File: src/mcl_pkg.sv
// package for the modem control and loop-back block: offsets, field positions,
// reset values and the vector types shared by the block and its helpers.
// assumes a 32-bit apb with byte addresses; only the low address byte is decoded.
package mcl_pkg;

   // ---------------------------------------------------------------
   // register offsets (byte addresses, one word each)
   // ---------------------------------------------------------------
   localparam int unsigned MCL_AW = 8;
   localparam logic [7:0] MCL_OFF_MODEM_CTRL = 8'h00;
   localparam logic [7:0] MCL_OFF_MODEM_STAT = 8'h04;
   localparam logic [7:0] MCL_OFF_IRQ_STATUS = 8'h08;
   localparam logic [7:0] MCL_OFF_IRQ_ENABLE = 8'h0c;
   localparam logic [7:0] MCL_OFF_IRQ_CLEAR = 8'h10;

   // ---------------------------------------------------------------
   // modem_control fields and reset value
   // ---------------------------------------------------------------
   localparam int unsigned MCL_MC_DTR = 0;
   localparam int unsigned MCL_MC_RTS = 1;
   localparam int unsigned MCL_MC_AUX_A = 2;
   localparam int unsigned MCL_MC_AUX_B = 3;
   localparam int unsigned MCL_MC_LOOP = 4;
   localparam logic [7:0] MCL_MC_RESET = 8'h00;
   localparam logic [7:0] MCL_MC_WMASK = 8'h1f;

   // ---------------------------------------------------------------
   // modem status and interrupt vector layout
   // ---------------------------------------------------------------
   localparam int unsigned MCL_MS_W = 4;
   localparam int unsigned MCL_MS_CTS = 0;
   localparam int unsigned MCL_MS_DSR = 1;
   localparam int unsigned MCL_MS_RI = 2;
   localparam int unsigned MCL_MS_DCD = 3;
   localparam int unsigned MCL_IRQ_W = 6;
   localparam int unsigned MCL_IRQ_RX = 4;
   localparam int unsigned MCL_IRQ_TX = 5;
   localparam logic [5:0] MCL_IRQ_EN_RESET = 6'h00;
   localparam logic MCL_MARK_LEVEL = 1'b1;

   typedef logic [MCL_MS_W-1:0] mcl_ms_vec_t;
   typedef logic [MCL_IRQ_W-1:0] mcl_irq_vec_t;

endpackage

File: src/mcl_evt_if.sv
// interface carrying modem levels, events and interrupt state between the
// top of the modem control block and its two helpers; all on sys_clk_in.
`timescale 1ns/1ps
`default_nettype none
interface mcl_evt_if;
   mcl_pkg::mcl_ms_vec_t modem_now;
   mcl_pkg::mcl_ms_vec_t modem_evt;
   logic [1:0] core_evt;
   mcl_pkg::mcl_irq_vec_t irq_status;
   mcl_pkg::mcl_irq_vec_t irq_en;
   mcl_pkg::mcl_irq_vec_t clr_mask;
   logic clr_stb;
   logic irq_line;

   modport top (output modem_now, core_evt, irq_en, clr_mask, clr_stb,
                input modem_evt, irq_status, irq_line);
   modport det (input modem_now, output modem_evt);
   modport irq (input modem_evt, core_evt, irq_en, clr_mask, clr_stb,
                output irq_status, irq_line);
endinterface
`default_nettype wire

File: src/mcl_delta.sv
// modem status change detector: one event pulse per change of a modem level; ring pulses only when a ring ends.
// assumes modem_now is already muxed between pins and loop-back sources.
`timescale 1ns/1ps
`default_nettype none
module mcl_delta (
   input wire logic sys_clk_in,
   input wire logic arst_n_in,
   mcl_evt_if.det ev
);
   import mcl_pkg::*;

   mcl_ms_vec_t prev;

   // ---------------------------------------------------------------
   // per-line history and edge decode
   // ---------------------------------------------------------------
   always_ff @(posedge sys_clk_in or negedge arst_n_in) begin
      if (!arst_n_in) begin
         prev <= '0;
      end else begin
         prev <= ev.modem_now;
      end
   end

   // ring reports only the end of a ring, the others any change
   for (genvar i = 0; i < MCL_MS_W; i++) begin : g_line
      if (i == MCL_MS_RI) begin : g_trail
         assign ev.modem_evt[i] = prev[i] & ~ev.modem_now[i];
      end else begin : g_any
         assign ev.modem_evt[i] = prev[i] ^ ev.modem_now[i];
      end
   end
endmodule
`default_nettype wire

File: src/mcl_irq.sv
// sticky interrupt status with enable gating and write-one-to-clear.
// assumes clr_stb is a one-cycle pulse with clr_mask valid beside it.
`timescale 1ns/1ps
`default_nettype none
module mcl_irq (
   input wire logic sys_clk_in,
   input wire logic arst_n_in,
   mcl_evt_if.irq ev
);
   import mcl_pkg::*;

   mcl_irq_vec_t src;

   // ---------------------------------------------------------------
   // event sources and sticky bits
   // ---------------------------------------------------------------
   assign src = {ev.core_evt, ev.modem_evt};

   // a set in the clear cycle wins so no event is lost
   for (genvar i = 0; i < MCL_IRQ_W; i++) begin : g_bit
      always_ff @(posedge sys_clk_in or negedge arst_n_in) begin
         if (!arst_n_in) begin
            ev.irq_status[i] <= 1'b0;
         end else if (src[i]) begin
            ev.irq_status[i] <= 1'b1;
         end else if (ev.clr_stb && ev.clr_mask[i]) begin
            ev.irq_status[i] <= 1'b0;
         end
      end
   end

   // enables gate every source, loop-back or not
   assign ev.irq_line = |(ev.irq_status & ev.irq_en);
endmodule
`default_nettype wire

File: src/mcl_top.sv
// modem control register, local loop-back routing and interrupt pin control.
// assumes an apb master on sys_clk_in and pins already synchronous to it.
`timescale 1ns/1ps
`default_nettype none

module mcl_top (
   input wire logic sys_clk_in,
   input wire logic arst_n_in,
   input wire logic [mcl_pkg::MCL_AW-1:0] paddr_in,
   input wire logic psel_in,
   input wire logic penable_in,
   input wire logic pwrite_in,
   input wire logic [31:0] pwdata_in,
   output logic [31:0] prdata_out,
   output logic pready_out,
   output logic pslverr_out,
   input wire logic tx_serial_in,
   output logic tx_pin_out,
   input wire logic rx_pin_in,
   output logic rx_serial_out,
   input wire logic cts_n_in,
   input wire logic dsr_n_in,
   input wire logic dcd_n_in,
   input wire logic ri_n_in,
   output logic rts_n_out,
   output logic [mcl_pkg::MCL_MS_W-1:0] modem_status_out,
   input wire logic rx_event_in,
   input wire logic tx_event_in,
   output logic irq_out,
   output logic irq_oe_out
);
   import mcl_pkg::*;

   // ---------------------------------------------------------------
   // state and helpers
   // ---------------------------------------------------------------
   logic [7:0] modem_control;
   mcl_irq_vec_t irq_enable_reg;
   logic loop_on;
   logic setup_ph;
   logic wr_stb;
   logic [31:0] next_rdata;
   logic next_err;
   mcl_ms_vec_t pin_levels;
   mcl_ms_vec_t loop_levels;
   mcl_ms_vec_t next_modem;

   // one bundle carries levels, events and interrupt state to both helpers
   mcl_evt_if ev ();

   // ---------------------------------------------------------------
   // apb slave timing
   // ---------------------------------------------------------------
   // zero wait states: read data is staged in the setup cycle
   assign pready_out = 1'b1;
   assign setup_ph = psel_in & ~penable_in;
   assign wr_stb = psel_in & penable_in & pwrite_in;

   // writes to read-only words are dropped quietly; only unmapped words flag an error
   // read mux and address check, decided from the setup-phase address
   always_comb begin
      next_rdata = 32'h0000_0000;
      next_err = 1'b0;
      if (paddr_in == MCL_OFF_MODEM_CTRL) begin
         next_rdata[7:0] = modem_control;
      end else if (paddr_in == MCL_OFF_MODEM_STAT) begin
         next_rdata[MCL_MS_W-1:0] = modem_status_out;
      end else if (paddr_in == MCL_OFF_IRQ_STATUS) begin
         next_rdata[MCL_IRQ_W-1:0] = ev.irq_status;
      end else if (paddr_in == MCL_OFF_IRQ_ENABLE) begin
         next_rdata[MCL_IRQ_W-1:0] = irq_enable_reg;
      end else if (paddr_in == MCL_OFF_IRQ_CLEAR) begin
         next_rdata = 32'h0000_0000; // write-only, reads zero
      end else begin
         next_err = 1'b1;
      end
   end

   // read data and error come from flops loaded in the setup cycle
   always_ff @(posedge sys_clk_in or negedge arst_n_in) begin
      if (!arst_n_in) begin
         prdata_out <= 32'h0000_0000;
         pslverr_out <= 1'b0;
      end else if (setup_ph) begin
         prdata_out <= pwrite_in ? 32'h0000_0000 : next_rdata;
         pslverr_out <= next_err;
      end
   end

   // ---------------------------------------------------------------
   // modem_control register
   // ---------------------------------------------------------------
   // reserved bit 5 and the bits above store nothing and read zero,
   // so a careless write there cannot change any mode
   always_ff @(posedge sys_clk_in or negedge arst_n_in) begin
      if (!arst_n_in) begin
         modem_control <= MCL_MC_RESET;
      end else if (wr_stb && paddr_in == MCL_OFF_MODEM_CTRL) begin
         modem_control <= pwdata_in[7:0] & MCL_MC_WMASK;
      end
   end

   // every mux below keys on this one bit
   assign loop_on = modem_control[MCL_MC_LOOP];

   // ---------------------------------------------------------------
   // interrupt enable and clear registers
   // ---------------------------------------------------------------
   // enables only gate the pin; status bits keep collecting while masked
   always_ff @(posedge sys_clk_in or negedge arst_n_in) begin
      if (!arst_n_in) begin
         irq_enable_reg <= MCL_IRQ_EN_RESET;
      end else if (wr_stb && paddr_in == MCL_OFF_IRQ_ENABLE) begin
         irq_enable_reg <= pwdata_in[MCL_IRQ_W-1:0];
      end
   end

   // a clear and a new event in one cycle leave the bit set, so nothing is lost
   // clear is a pulse in the access cycle; the sticky bits live in mcl_irq
   assign ev.clr_stb = wr_stb && paddr_in == MCL_OFF_IRQ_CLEAR;
   assign ev.clr_mask = pwdata_in[MCL_IRQ_W-1:0];
   assign ev.irq_en = irq_enable_reg;
   // core events bypass the loop mux entirely, so loop-back leaves them alone
   assign ev.core_evt = {tx_event_in, rx_event_in};

   // ---------------------------------------------------------------
   // modem input sources
   // ---------------------------------------------------------------
   // pins are active low; internal levels are active high
   assign pin_levels[MCL_MS_CTS] = ~cts_n_in;
   assign pin_levels[MCL_MS_DSR] = ~dsr_n_in;
   assign pin_levels[MCL_MS_RI] = ~ri_n_in;
   assign pin_levels[MCL_MS_DCD] = ~dcd_n_in;

   // loop-back takes the low four control bits in place of the pins
   assign loop_levels[MCL_MS_CTS] = modem_control[MCL_MC_RTS];
   assign loop_levels[MCL_MS_DSR] = modem_control[MCL_MC_DTR];
   assign loop_levels[MCL_MS_RI] = modem_control[MCL_MC_AUX_A];
   // bit 3 clear means carrier pin level high, i.e. inactive
   assign loop_levels[MCL_MS_DCD] = modem_control[MCL_MC_AUX_B];

   // the mux sits before the flop so a mode switch never glitches the core's levels
   assign next_modem = loop_on ? loop_levels : pin_levels;

   // one flop stage gives the core clean, registered modem levels
   always_ff @(posedge sys_clk_in or negedge arst_n_in) begin
      if (!arst_n_in) begin
         modem_status_out <= '0;
      end else begin
         modem_status_out <= next_modem;
      end
   end

   // change detection sees the registered levels, whichever source fed them
   assign ev.modem_now = modem_status_out;

   // ---------------------------------------------------------------
   // helpers: change detection and sticky interrupt status
   // ---------------------------------------------------------------
   // the delta helper sees levels only; the irq helper adds core events and masks
   mcl_delta u_delta (
      .sys_clk_in(sys_clk_in),
      .arst_n_in(arst_n_in),
      .ev(ev.det)
   );

   mcl_irq u_irq (
      .sys_clk_in(sys_clk_in),
      .arst_n_in(arst_n_in),
      .ev(ev.irq)
   );

   // ---------------------------------------------------------------
   // serial data routing
   // ---------------------------------------------------------------
   // the line sees only marking while looped, so a self test never
   // leaks frames to the peer; this costs one cycle of latency
   always_ff @(posedge sys_clk_in or negedge arst_n_in) begin
      if (!arst_n_in) begin
         tx_pin_out <= MCL_MARK_LEVEL;
         rx_serial_out <= MCL_MARK_LEVEL;
      end else if (loop_on) begin
         tx_pin_out <= MCL_MARK_LEVEL;
         rx_serial_out <= tx_serial_in;
      end else begin
         tx_pin_out <= tx_serial_in;
         rx_serial_out <= rx_pin_in;
      end
   end

   // ---------------------------------------------------------------
   // request-to-send and interrupt pin
   // ---------------------------------------------------------------
   // the rts pin follows bit 1 directly; automatic flow control is not here
   // in loop-back the pin keeps showing bit 1, so the peer sees no surprise
   always_ff @(posedge sys_clk_in or negedge arst_n_in) begin
      if (!arst_n_in) begin
         rts_n_out <= 1'b1;
      end else begin
         rts_n_out <= ~modem_control[MCL_MC_RTS];
      end
   end

   // the enable is the pin's drive; with it low the board pull sets the level
   // irq_out carries the level even while floated; the pad gates it
   always_ff @(posedge sys_clk_in or negedge arst_n_in) begin
      if (!arst_n_in) begin
         irq_out <= 1'b0;
         irq_oe_out <= 1'b0;
      end else begin
         irq_out <= ev.irq_line;
         irq_oe_out <= modem_control[MCL_MC_AUX_B];
      end
   end
endmodule
`default_nettype wire

File: config.mk
export PLATFORM = sky130hd
export DESIGN_NAME = mcl_top
export DESIGN_NICKNAME = d
export VERILOG_FILES = /design/src/mcl_pkg.sv /design/src/mcl_evt_if.sv /design/src/mcl_delta.sv /design/src/mcl_irq.sv /design/src/mcl_top.sv
export SDC_FILE = /design/constraint.sdc
export NUM_CORES = 1
export LEC_CHECK = 0
export ABC_AREA = 1
export BUFFER_PORTS_ARGS = -buffer_cell sky130_fd_sc_hd__clkbuf_2
export CAP_MARGIN = 20
export CELL_PAD_IN_SITES_DETAIL_PLACEMENT = 1
export CELL_PAD_IN_SITES_GLOBAL_PLACEMENT = 2
export CORE_MARGIN = 1.5
export CORE_UTILIZATION = 22
export DETAILED_ROUTE_END_ITERATION = 8
export GPL_TIMING_DRIVEN = 0
export PLACE_DENSITY = 0.84
export REMOVE_ABC_BUFFERS = 1
export SLEW_MARGIN = 25
export SYNTH_ARGS = -nofsm -noshare
export SYNTH_HDL_FRONTEND = slang
export SYNTH_SLANG_ARGS = --single-unit
export TNS_END_PERCENT = 30
File: constraint.sdc
create_clock -name sys_clk_in -period 1 [get_ports sys_clk_in]
set_clock_uncertainty 0.15 [all_clocks]
set_input_delay 0.05 -clock sys_clk_in [delete_from_list [all_inputs] [get_ports sys_clk_in]]
set_output_delay 0.05 -clock sys_clk_in [all_outputs]
set_load 0.05 [all_outputs]
==> results summary, run 1 <==
The run finished, with violations left. The checks that failed: negative hold slack, negative setup slack. After global routing the overflow that remains totals 0. In this run the critical register-to-register path is captured at irq_out$_DFF_PN0_. The clock sink count came out at 37. The number of cells traversed by the worst register-to-register path is 2. After synthesis, the largest family of logic cells by area is simple AND/OR/NAND/NOR gates. The initial antenna violation count came out at 0. The final weighted congestion in routability-driven placement is slightly below 0.8.

The post-synthesis instance area came out at 1950 sq um. The final routed wire length divided by cell count is between 10 and 15 microns. Of the total synthesized cell area, the portion taken by XOR and XNOR cells is 0.0135. CTS built an H-tree with a depth of 2. TritonCTS built the clock tree. The overall via count from detail_route is around 1,600. The number of I/O pins is 96. The initial core utilization is 0.225. The first-pass iteration count of the detailed router is 4. The path class of the lowest-slack min-delay path is in -> async. After legalization and detailed placement, the total HPWL measured 3.59 mm. The total inserted antenna cells came out at 0. Walking the worst path, the cells encountered are clkbuf_16. The via density per instance is 4.04.

The width of the die is about 97 microns. The clock latency reported for the late side of the worst-skew pair came out at 0.29 ns. The tool flagged a number of max-cap violations equal to 0. The post-route core utilization is 0.319. The minimum setup slack after placement came out at -0.318 ns.

The clock transition at the registers of the reported paths is roughly 0.08 ns. The overall track demand over capacity in global routing came out at 0.106. The residual DRC count came out at 0. The cell family contributing the most delay on the critical path is flip-flops.

The highest ir drop seen on vdd came out at 0.620 mV. The total CTS buffers came out at 5. The slowest stage of the critical path belongs to the cell dfstp_2. The nature of the critical path startpoint is a flip-flop. The number of nets in the layout came out at 345.

The reg-to-reg startpoint is ev.irq_en[4]$_DFFE_PN0P_. The sequential-to-total area share from yosys stat came out at 0.476. In this run the register-to-register setup slack is -0.09 ns. Setup repair after global routing could not meet its margin everywhere. In this run, the number of DRC markers left after iteration 0 of detailed routing was 42. For this block, the routed nets add up to 4.85 mm of wire.

The library cell used as clock root buffer is clkbuf_8. In this run the static leakage power is 1.39 nW. The pin count of the biggest net entering global routing is 38. The highest achievable clock rate came out at ~0.84 GHz. In the final layout, the share of cells above drive strength 1 is 0.355. The number of hold-repair buffers added at the cts stage came out at 14.

The buffering stage count on the worst path with inverters included came out at 1. The fraction of the mapped netlist area in adder cells came out at 0. In this run, distinct cell masters in the synthesized netlist total 25. The worst hold slack is -0.278 ns. The clock tree buffer depth is 2. The first global-routing pass estimated 7.84 mm of wire. After detailed placement, the total cell area comes to 2170 sq um.

The post-synthesis sequential element count came out at 37. Data on the critical path is required at its endpoint by 0.80 ns. The number of antenna-violating nets in the routed design is 0. The area share of and/or/nand/nor cells after synthesis is 0.286.

The via count of the first global-routing pass came to 1,566. In the finished design, the share of the clock period the worst path needs comes to 1.19. The critical-path maximum fanout came out at 1. The biggest cell delay along the critical path came out at 0.54 ns.

The library cell used most frequently in the layout, excluding fill and tap cells, is nand2_1. Across all setup checks in the final design, the least slack found is -0.194 ns. The vertical extent of the die is between 90 and 100 microns. The count of warnings emitted by yosys came out at 0. The site row count came out at 34. The number of endpoints with negative hold slack in the final report is 36. The gate count of the mapped netlist came out at between 200 and 250. The library cells used most frequently in the layout, excluding fill and tap cells, are 60 x nand2_1, 32 x dfrtp_1, 27 x conb_1. The average instance area after synthesis came out at ~8.7 sq um. For this design the ratio of total power to cell area is about 1300 nW/um^2. The filler cells instantiated in the layout total roughly 1,100.

The core region area came out at between 8000 and 9000 sq um. STA puts the critical path data arrival time at 0.99 ns. The worst setup path is captured at an output pin. The total of buffers placed on input and output ports is 42. The post-route minimum period is 1.19 ns. The max-slew violation count came out at 0. The critical path is of the reg -> out type.

The total die area is about 9400 sq um. The final setup violation count came out at 25. The area of all placed cells without fillers is 2770 sq um.

The slew at the pin closest to its max-slew limit came out at 0.916 ns. The area fraction in compound gates after synthesis is 0.0744. The mux contribution to synthesized area is 0. The layout overhead on the synthesized area came out at 41.7%. The relative slew slack came out at 0.390.
-- flip-flops by register name, indices dropped and copies added, names as in the netlist --
register,cells
modem_control,5
irq_out,1
tx_pin_out,1
modem_status_out,4
rts_n_out,1
ev.irq_en,6
u_delta.prev,4
irq_oe_out,1
pslverr_out,1
rx_serial_out,1
u_irq.ev.irq_status,6
prdata_out,6
-- worst max-delay path by stage --
stage | start | to | slack [ns] | cells past startpoint
finish | rx_serial_out$_DFF_PN1_ | rx_serial_out | -0.19 | 1
global route | rx_serial_out$_DFF_PN1_ | rx_serial_out | -0.23 | 1
CTS | tx_pin_out$_DFF_PN1_ | tx_pin_out | -0.22 | 1
detailed placement | paddr_in[7] | prdata_out[0]$_DFFE_PN0P_ | -0.32 | 9
global placement | penable_in | prdata_out[2]$_DFFE_PN0P_ | -0.31 | 8
floorplan | modem_status_out[1]$_DFF_PN0_ | prdata_out[1]$_DFFE_PN0P_ | -0.23 | 6
-- where the power goes --
group          internal [mW]  switching (mW)
Combinational          0.200           0.475
Sequential              1.54          0.0369
Clock                  0.749           0.550
Total                   2.49            1.06
-- routing by layer --
layer  up-vias  wire [microns]  global-route usage
met5         -               0                   0
met4         0              65              0.0334
met3         8             249              0.0252
met2        57            2220               0.168
met1       774            2320               0.141
li1        782               -                   -
-- final cells by class --
class,instances,area (sq um),area share
inverter,18,67.6,0.0244
timing repair buffer,65,601,0.217
multi-input combinational,165,918,0.332
clock buffer,6,72.6,0.0262
sequential,37,932,0.337
tap,108,135,0.0489
clock inverter,2,38.8,0.0140
-- synthesized netlist by cell type, drive strengths merged --
master | instances | area, sq um
nand2 | 71 | 297
nor2 | 21 | 144
inv | 18 | 67.6
conb | 2 | 7.51
buf | 28 | 214
nand3 | 20 | 118
a221oi | 1 | 8.76
a21boi | 1 | 7.51
dfrtp | 34 | 851
a21o | 2 | 15.0
clkbuf | 1 | 3.75
xnor2 | 3 | 26.3
dfstp | 3 | 78.8
o21ai | 19 | 114
-- logic make-up after synthesis --
group	after synthesis
flops	37
other cells	2
simple gates	112
xor+xnor	3
compound gates	23
buf+inv	47
-- timing repair --
| action | in CTS | in global routing |
|---|---|---|
| pin swaps | 4 | 8 |
| hold endpoints to repair | 59 | 36 |
| endpoints found under the setup margin | 29 | 35 |
| buffers inserted | 7 | 2 |
| resized for setup | 43 | 31 |
-- through the flow --
step | TNS, ns | hold slack (ns) | power, mW | std cells
after global placement | -6.33 | 0.0802 | 2.14 | 370
after floorplan | -1.45 | -0.396 | 1.99 | 220
final | -1.80 | -0.278 | 3.55 | 401
after CTS | -2.22 | -0.235 | 3.56 | 399
after global routing | -3.01 | -0.212 | 3.70 | 401
after detailed placement | -7.04 | 0.0867 | 2.14 | 370
Note: power is estimated with default switching activity, not from simulation.
==> run 2, diff against run 1 <==
RECOVER_POWER = 100   (was not set)
==> run 2 against run 1 <==
Net effect: the flow still finishes with violations (negative hold slack, negative setup slack); routed wire length down 0.31%; count of clock-buffer cells in the layout did not move; combinational power decreased by 1%; total power fell by 0.22%; sequential cell count unchanged; non-clock buffer count stayed put; final cell count stayed put; core utilization decreased by 0.25 points; register-to-register slack about the same; largest cell class unchanged.
==> results summary, run 2 (synthesized netlist as in run 1, its figures left out) <==
The run finished, with violations left. The checks that failed: negative hold slack, negative setup slack. Traced cell by cell, the critical path runs through clkbuf_16. TritonCTS built the clock tree. The switching power is 1.06 mW (-0.28%). The signal arrival time at the worst endpoint is 0.99 ns (about the same).

The final cell count without fillers is 401 (unchanged). The number of endpoints with negative hold slack in the final report came out at 36 (unchanged). The overall track demand over capacity in global routing is 0.106 (unchanged). The first-pass GRT wire length came out at 7.84 mm (unchanged). Grouping stages by cell kind, the critical path spends the most delay in flip-flops. The iteration-0 DRC count of the detailed router came out at 45 (+7.1%). The path class of the lowest-slack min-delay path is in -> async. The clock power share came out at 0.367 (about the same). The final setup violation count was 25 (unchanged). The fraction of power consumed by sequential logic is 0.445 (about the same). The share of final-layout standard cells stronger than drive strength 1 came out at 0.341 (-0.0137). The clock latency reported for the late side of the worst-skew pair is 0.29 ns (about the same).

The cell-internal power came out at 2.48 mW (-0.19%). The worst setup path is captured at an output pin. The critical-path maximum fanout is 1 (unchanged). The residual DRC count came out at 0 (unchanged). The final routed wire length divided by cell count came out at 12.1 microns (-0.31%). The library cells used most frequently in the layout, excluding fill and tap cells, are 60 x nand2_1, 33 x dfrtp_1, 27 x conb_1. The total power per unit cell area is 1290 nW/um^2 (+0.56%). The tree is rooted in a clkbuf_8. The register-to-register path setup slack is -0.10 ns (about the same). The max-slew violation count is 0 (unchanged). The endpoint identified for the worst register-to-register timing path is irq_out$_DFF_PN0_.

Compared with the post-synthesis result, the final layout area differs by 40.6%. The site row count came out at 34 (unchanged). The core region area is 8680 sq um (unchanged). The post-route core utilization is 0.316 (-0.00245).

The worst hold slack came to -0.275 ns (+0.00253 ns). The highest ir drop seen on vdd came out at 0.625 mV (+0.88%). The number of nets in the layout came out at 345 (unchanged). The clock transition at the registers of the reported paths is 0.08 ns (about the same). The fraction of power spent switching nets is 0.299 (about the same). The part of the cycle the worst path needs came out at 1.19 (about the same). The biggest cell delay along the critical path is 0.54 ns (about the same). The critical path is of the reg -> out type. The number of maximum-capacitance constraint violations is 0 (unchanged). The number of fillers in the final layout came to 1,055 (-0.095%). The pin count of the biggest net entering global routing is 38 (unchanged). The overall via count from detail_route is 1,621 (unchanged). The initial antenna violation count was 0 (unchanged). The first-pass iteration count of the detailed router is 4 (unchanged). The highest achievable clock rate is 0.837 GHz (about the same).

The via count of the first global-routing pass came out at 1,566 (unchanged). The worst register-to-register path begins at ev.irq_en[4]$_DFFE_PN0P_. Leaving out fill and tap cells, the most frequent cell in the layout is nand2_1. The vertical extent of the die is 97.2 microns (unchanged). The clock tree buffer depth came out at 2 (unchanged). The HPWL reported at the end of detailed placement came out at 3.59 mm (unchanged). The total of buffers placed on input and output ports is 42 (unchanged). The number of I/O pins is 96 (unchanged). The setup TNS after final layout came to -1.89 ns (-0.0902 ns). The combinational share of power was 0.189 (about the same). The worst-path cell with the longest stage delay is dfstp_2. The nature of the critical path startpoint is a flip-flop. The total die area came out at 9450 sq um (unchanged). The wire length after detailed routing is 4.84 mm (-0.31%). The data required time of the critical path came to 0.80 ns (about the same). The number of hold-repair buffers added at the cts stage is 14 (unchanged). The relative slew slack came out at 0.386 (-0.00380). The final weighted congestion in routability-driven placement is 0.773 (unchanged).

The post-layout total power came out at 3.54 mW (-0.22%). The static leakage is 1.37 nW (-1.5%). The number of cells after detailed placement came out at 370 (unchanged).

The buffering stage count on the worst path with inverters included came to 1 (unchanged). Setup repair after global routing could not meet its margin everywhere. The post-route minimum period is 1.19 ns (-0.0000740 ns).

The slew at the pin closest to its max-slew limit came out at 0.921 ns (+0.00571 ns). The via density per instance is 4.04 (unchanged). The number of cells traversed by the worst register-to-register path is 2 (unchanged).

The total CTS buffers came out at 5 (unchanged). The width of the die is 97.2 microns (unchanged). The total inserted antenna cells came out at 0 (unchanged). The total congestion overflow came to 0 (unchanged). The number of antenna-violating nets in the routed design is 0 (unchanged). The clock sink count is 37 (unchanged). The initial core utilization is 0.225 (unchanged). The deepest level of the CTS H-tree was 2 (unchanged). The post-route worst setup slack is -0.194 ns (+0.0000740 ns).
==> run 2: cell count changes in the layout (fill, tap and decap cells not counted), sizes merged <==
cell,before,now
buf,22,20
clkbuf,35,37
==> run 2: how the worst max path moves through the flow <==
| stage | to | from | cells past startpoint | slack [ns] |
|---|---|---|---|---|
| detailed placement | prdata_out[0]$_DFFE_PN0P_ | paddr_in[7] | 9 | -0.32 |
| global route | rx_serial_out | rx_serial_out$_DFF_PN1_ | 1 | -0.23 |
| finish | rx_serial_out | rx_serial_out$_DFF_PN1_ | 1 | -0.19 |
| global placement | prdata_out[2]$_DFFE_PN0P_ | penable_in | 8 | -0.31 |
| CTS | tx_pin_out | tx_pin_out$_DFF_PN1_ | 1 | -0.22 |
| floorplan | prdata_out[1]$_DFFE_PN0P_ | modem_status_out[1]$_DFF_PN0_ | 6 | -0.23 |
==> run 2: layout make-up <==
cell class	instances	area (sq um)	share of cell area
tap	108	135	0.0492
timing repair buffer	65	593	0.216
clock buffer	6	72.6	0.0264
sequential	37	931	0.339
clock inverter	2	38.8	0.0141
multi-input combinational	165	906	0.330
inverter	18	67.6	0.0246
==> run 2: power groups by stage <==
stage / combinational [mW] / sequential, mW / clock, mW
after detailed placement: 0.548 / 1.60 / 0
after global placement: 0.542 / 1.59 / 0
after CTS: 0.649 / 1.57 / 1.34
final: 0.668 / 1.57 / 1.30
after floorplan: 0.320 / 1.67 / 0
after global routing: 0.710 / 1.58 / 1.40
==> run 2: through the flow <==
stage,area (sq um),setup WS (ns)
final,2740,-0.194
after global routing,2740,-0.230
after CTS,2660,-0.216
after detailed placement,2170,-0.318
after global placement,2170,-0.306
after floorplan,1830,-0.235
==> run 2: repair_timing <==
action	CTS	global route
buffers inserted	7	2
resized for setup	43	31
gates cloned	0	0
pin swaps	4	8
endpoints found under the hold margin	59	36
endpoints found under the setup margin	29	35
==> run 2: routing by layer <==
layer  wire length, microns  track usage  part of all wire  up-vias
met5                      0            0                 0        -
met4                     59       0.0334             0.012        0
met3                    222       0.0252             0.046        7
met2                   2230        0.168              0.46       53
met1                   2320        0.141              0.48      779
li1                       -            -                 -      782
==> run 3, diff against run 2 <==
==> constraint.sdc (replaced) <==
create_clock -name sys_clk_in -period 1 [get_ports sys_clk_in]
set_clock_uncertainty 0.15 [all_clocks]
set_input_delay 0.1 -clock sys_clk_in [delete_from_list [all_inputs] [get_ports sys_clk_in]]
set_output_delay 0.1 -clock sys_clk_in [all_outputs]
set_load 0.05 [all_outputs]
==> run 3 against run 2 <==
Net effect: the run still ends with negative hold slack, negative setup slack left; final area up 0.68%; routed wire length up 0.23%; register-to-register slack about the same; maximum frequency down 4.0%; clock power about the same; first-iteration DRC count down 20%; via count up 0.80%; sequential cell count unchanged; setup slack worse by 0.049 ns; sequential share of layout area down 0.23 points; largest cell class unchanged.
==> results summary, run 3 (synthesized netlist as in run 1, its figures left out) <==
The run finished, with violations left. The final reports fail on negative hold slack, negative setup slack. The initial antenna violation count came to 0 (unchanged).

The via density per instance is 4.04 (about the same). The critical path depth was 1 (unchanged). The worst register-to-register path begins at u_irq.ev.irq_status[4]$_DFFE_PN0P_. The number of endpoints with negative hold slack in the final report is 35 (-2.8%). The path class of the tightest hold or removal check is in -> async. The switching power came out at 1.06 mW (+0.31%). The worst setup path is launched from a flip-flop. The signal arrival time at the worst endpoint is 0.99 ns (about the same). The share of final-layout standard cells stronger than drive strength 1 came out at 0.338 (-0.00346). The first-pass iteration count of the detailed router came out at 4 (unchanged). The CTS tree is yes. The layout overhead on the synthesized area came out at 41.5%. The site row count is 34 (unchanged). The kind of cell with the highest combined delay along the critical path is flip-flops. The pin count of the biggest net entering global routing is 38 (unchanged). The clock latency reported for the late side of the worst-skew pair was 0.29 ns (about the same).

The post-route worst setup slack came out at -0.244 ns (-0.0493 ns). The highest achievable clock rate came out at 0.804 GHz (-4.0%). The total die area is 9450 sq um (unchanged).

The wire length after detailed routing is 4.85 mm (+0.23%). The number of cells after detailed placement is 370 (unchanged). The core region area came out at 8680 sq um (unchanged). The area of all placed cells without fillers is 2760 sq um (+0.68%).

The overall via count from detail_route came out at 1,634 (+0.80%). Setup repair after global routing could not meet its margin everywhere. The clock sink count was 37 (unchanged). The final routed wire length divided by cell count came out at 12.0 microns (-0.52%). The number of nets in the layout came out at 348 (+0.87%). The register-to-register path setup slack came out at -0.10 ns (about the same).

Tracing the worst setup path back leads to its startpoint at rx_serial_out$_DFF_PN1_. The number of hold-repair buffers added at the cts stage is 14 (unchanged). The total CTS buffers is 5 (unchanged). In this run the worst setup path terminates at rx_serial_out.

The highest ir drop seen on vdd came out at 0.638 mV (+2.0%). The iteration-0 DRC count of the detailed router is 36 (-20%). The final weighted congestion in routability-driven placement came out at 0.773 (unchanged). The total congestion overflow was 0 (unchanged). The combinational share of power came out at 0.188 (about the same). The relative slew slack is 0.392 (+0.00618). The number of maximum-capacitance constraint violations came out at 0 (unchanged). The clock tree buffer depth is 2 (unchanged).

In the layout the commonest cells are 59 x nand2_1, 33 x dfrtp_1, 27 x conb_1. The critical path is of the reg -> out type. The largest individual stage delay along the critical path comes from the cell dfstp_2. The final setup violation count was 28 (+12%). The initial core utilization came out at 0.225 (unchanged). The deepest level of the CTS H-tree is 2 (unchanged). The slew at the pin closest to its max-slew limit is 0.912 ns (-0.00928 ns). The post-route minimum period is 1.24 ns (+0.0493 ns).

The worst hold slack is -0.228 ns (+0.0468 ns). The fraction of power consumed by sequential logic came out at 0.444 (about the same). The root buffer cell chosen for the clock tree is clkbuf_8. The setup TNS after final layout came out at -2.76 ns (-0.869 ns). The fraction of power spent switching nets came out at 0.300 (+0.000602). The cell-internal power came out at 2.48 mW (about the same). The critical path goes through clkbuf_16. The via count of the first global-routing pass is 1,569 (+0.19%).

The total of buffers placed on input and output ports came out at 42 (unchanged). The final cell count without fillers is 404 (+0.75%). The total power per unit cell area is 1280 nW/um^2 (-0.58%). The data required time of the critical path is 0.75 ns (-0.05 ns).

The width of the die is 97.2 microns (unchanged). The part of the cycle the worst path needs is 1.24 (+0.0493). The worst setup path is captured at an output pin. The number of I/O pins came out at 96 (unchanged). The clock power share is 0.368 (about the same). The static leakage is 1.40 nW (+2.2%). The buffering stage count on the worst path with inverters included is 1 (unchanged). The vertical extent of the die came out at 97.2 microns (unchanged).

The max-slew violation count came out at 0 (unchanged). The clock transition at the registers of the reported paths is 0.08 ns (about the same). The biggest cell delay along the critical path is 0.54 ns (about the same). The number of antenna-violating nets in the routed design is 0 (unchanged).

The minimum setup slack after placement was -0.368 ns (-0.0500 ns). The leading cell type in the layout, fill and taps excluded is nand2_1. The critical-path maximum fanout is 1 (unchanged). The overall track demand over capacity in global routing came out at 0.106 (+0.000306). The placement-stage cell area is 2170 sq um (unchanged). The number of cells traversed by the worst register-to-register path is 2 (unchanged).

The HPWL reported at the end of detailed placement is 3.59 mm (unchanged). The residual DRC count came to 0 (unchanged). The total inserted antenna cells is 0 (unchanged). The first-pass GRT wire length is 7.87 mm (+0.36%). The worst register-to-register path ends at irq_out$_DFF_PN0_.
==> run 3: worst min path at each step <==
stage,startpoint,cells after the start,slack (ns),end
2_1_floorplan,arst_n_in,0,-0.35,ev.irq_en[0]$_DFFE_PN0P_
3_3_place_gp,rx_event_in,2,0.13,u_irq.ev.irq_status[4]$_DFFE_PN0P_
3_5_place_dp,arst_n_in,1,0.14,modem_status_out[0]$_DFF_PN0_
4_1_cts,arst_n_in,1,-0.19,modem_status_out[0]$_DFF_PN0_
5_1_grt,arst_n_in,1,-0.16,modem_status_out[0]$_DFF_PN0_
6_report,arst_n_in,1,-0.23,modem_status_out[0]$_DFF_PN0_
==> run 3: repair_timing <==
action                                  CTS  global route
gates resized for setup                  46            29
hold endpoints to repair                 57            35
pin swaps                                 5             9
setup buffers                             8             4
endpoints found under the setup margin   34            42
==> run 3: worst register-to-register path, stage by stage (launching register included) <==
cell and delay (ns):
dfrtp_1 0.43, a221oi_2 0.29, nand3_1 0.11
==> run 3: per-layer routing <==
metal,global-route usage,wire (microns),vias to the layer above
li1,-,-,788
met3,0.0252,237,8
met5,0,0,-
met1,0.142,2290,786
met2,0.168,2260,52
met4,0.0334,67,0
==> run 3: final cells by class <==
cell class / count / area [sq um]
Clock inverter: 2 / 38.8
Inverter: 18 / 67.6
Multi-Input combinational cell: 165 / 897
Clock buffer: 6 / 72.6
Fill cell: 1058 / 5920
Timing Repair Buffer: 68 / 621
Tap cell: 108 / 135
Sequential cell: 37 / 931
==> run 3: power by group through the flow <==
stage / sequential [mW] / clock [mW] / combinational [mW]
after detailed placement: 1.60 / 0 / 0.548
after CTS: 1.57 / 1.34 / 0.651
after global placement: 1.59 / 0 / 0.542
after global routing: 1.58 / 1.40 / 0.708
final: 1.57 / 1.30 / 0.666
after floorplan: 1.67 / 0 / 0.320
==> run 3: metrics by stage <==
stage               hold WS [ns]  power, mW   util
global route              -0.162       3.69  0.318
finish                    -0.228       3.54  0.318
global placement           0.130       2.14  0.250
detailed placement         0.137       2.14  0.250
floorplan                 -0.346       1.99      -
CTS                       -0.185       3.56  0.309
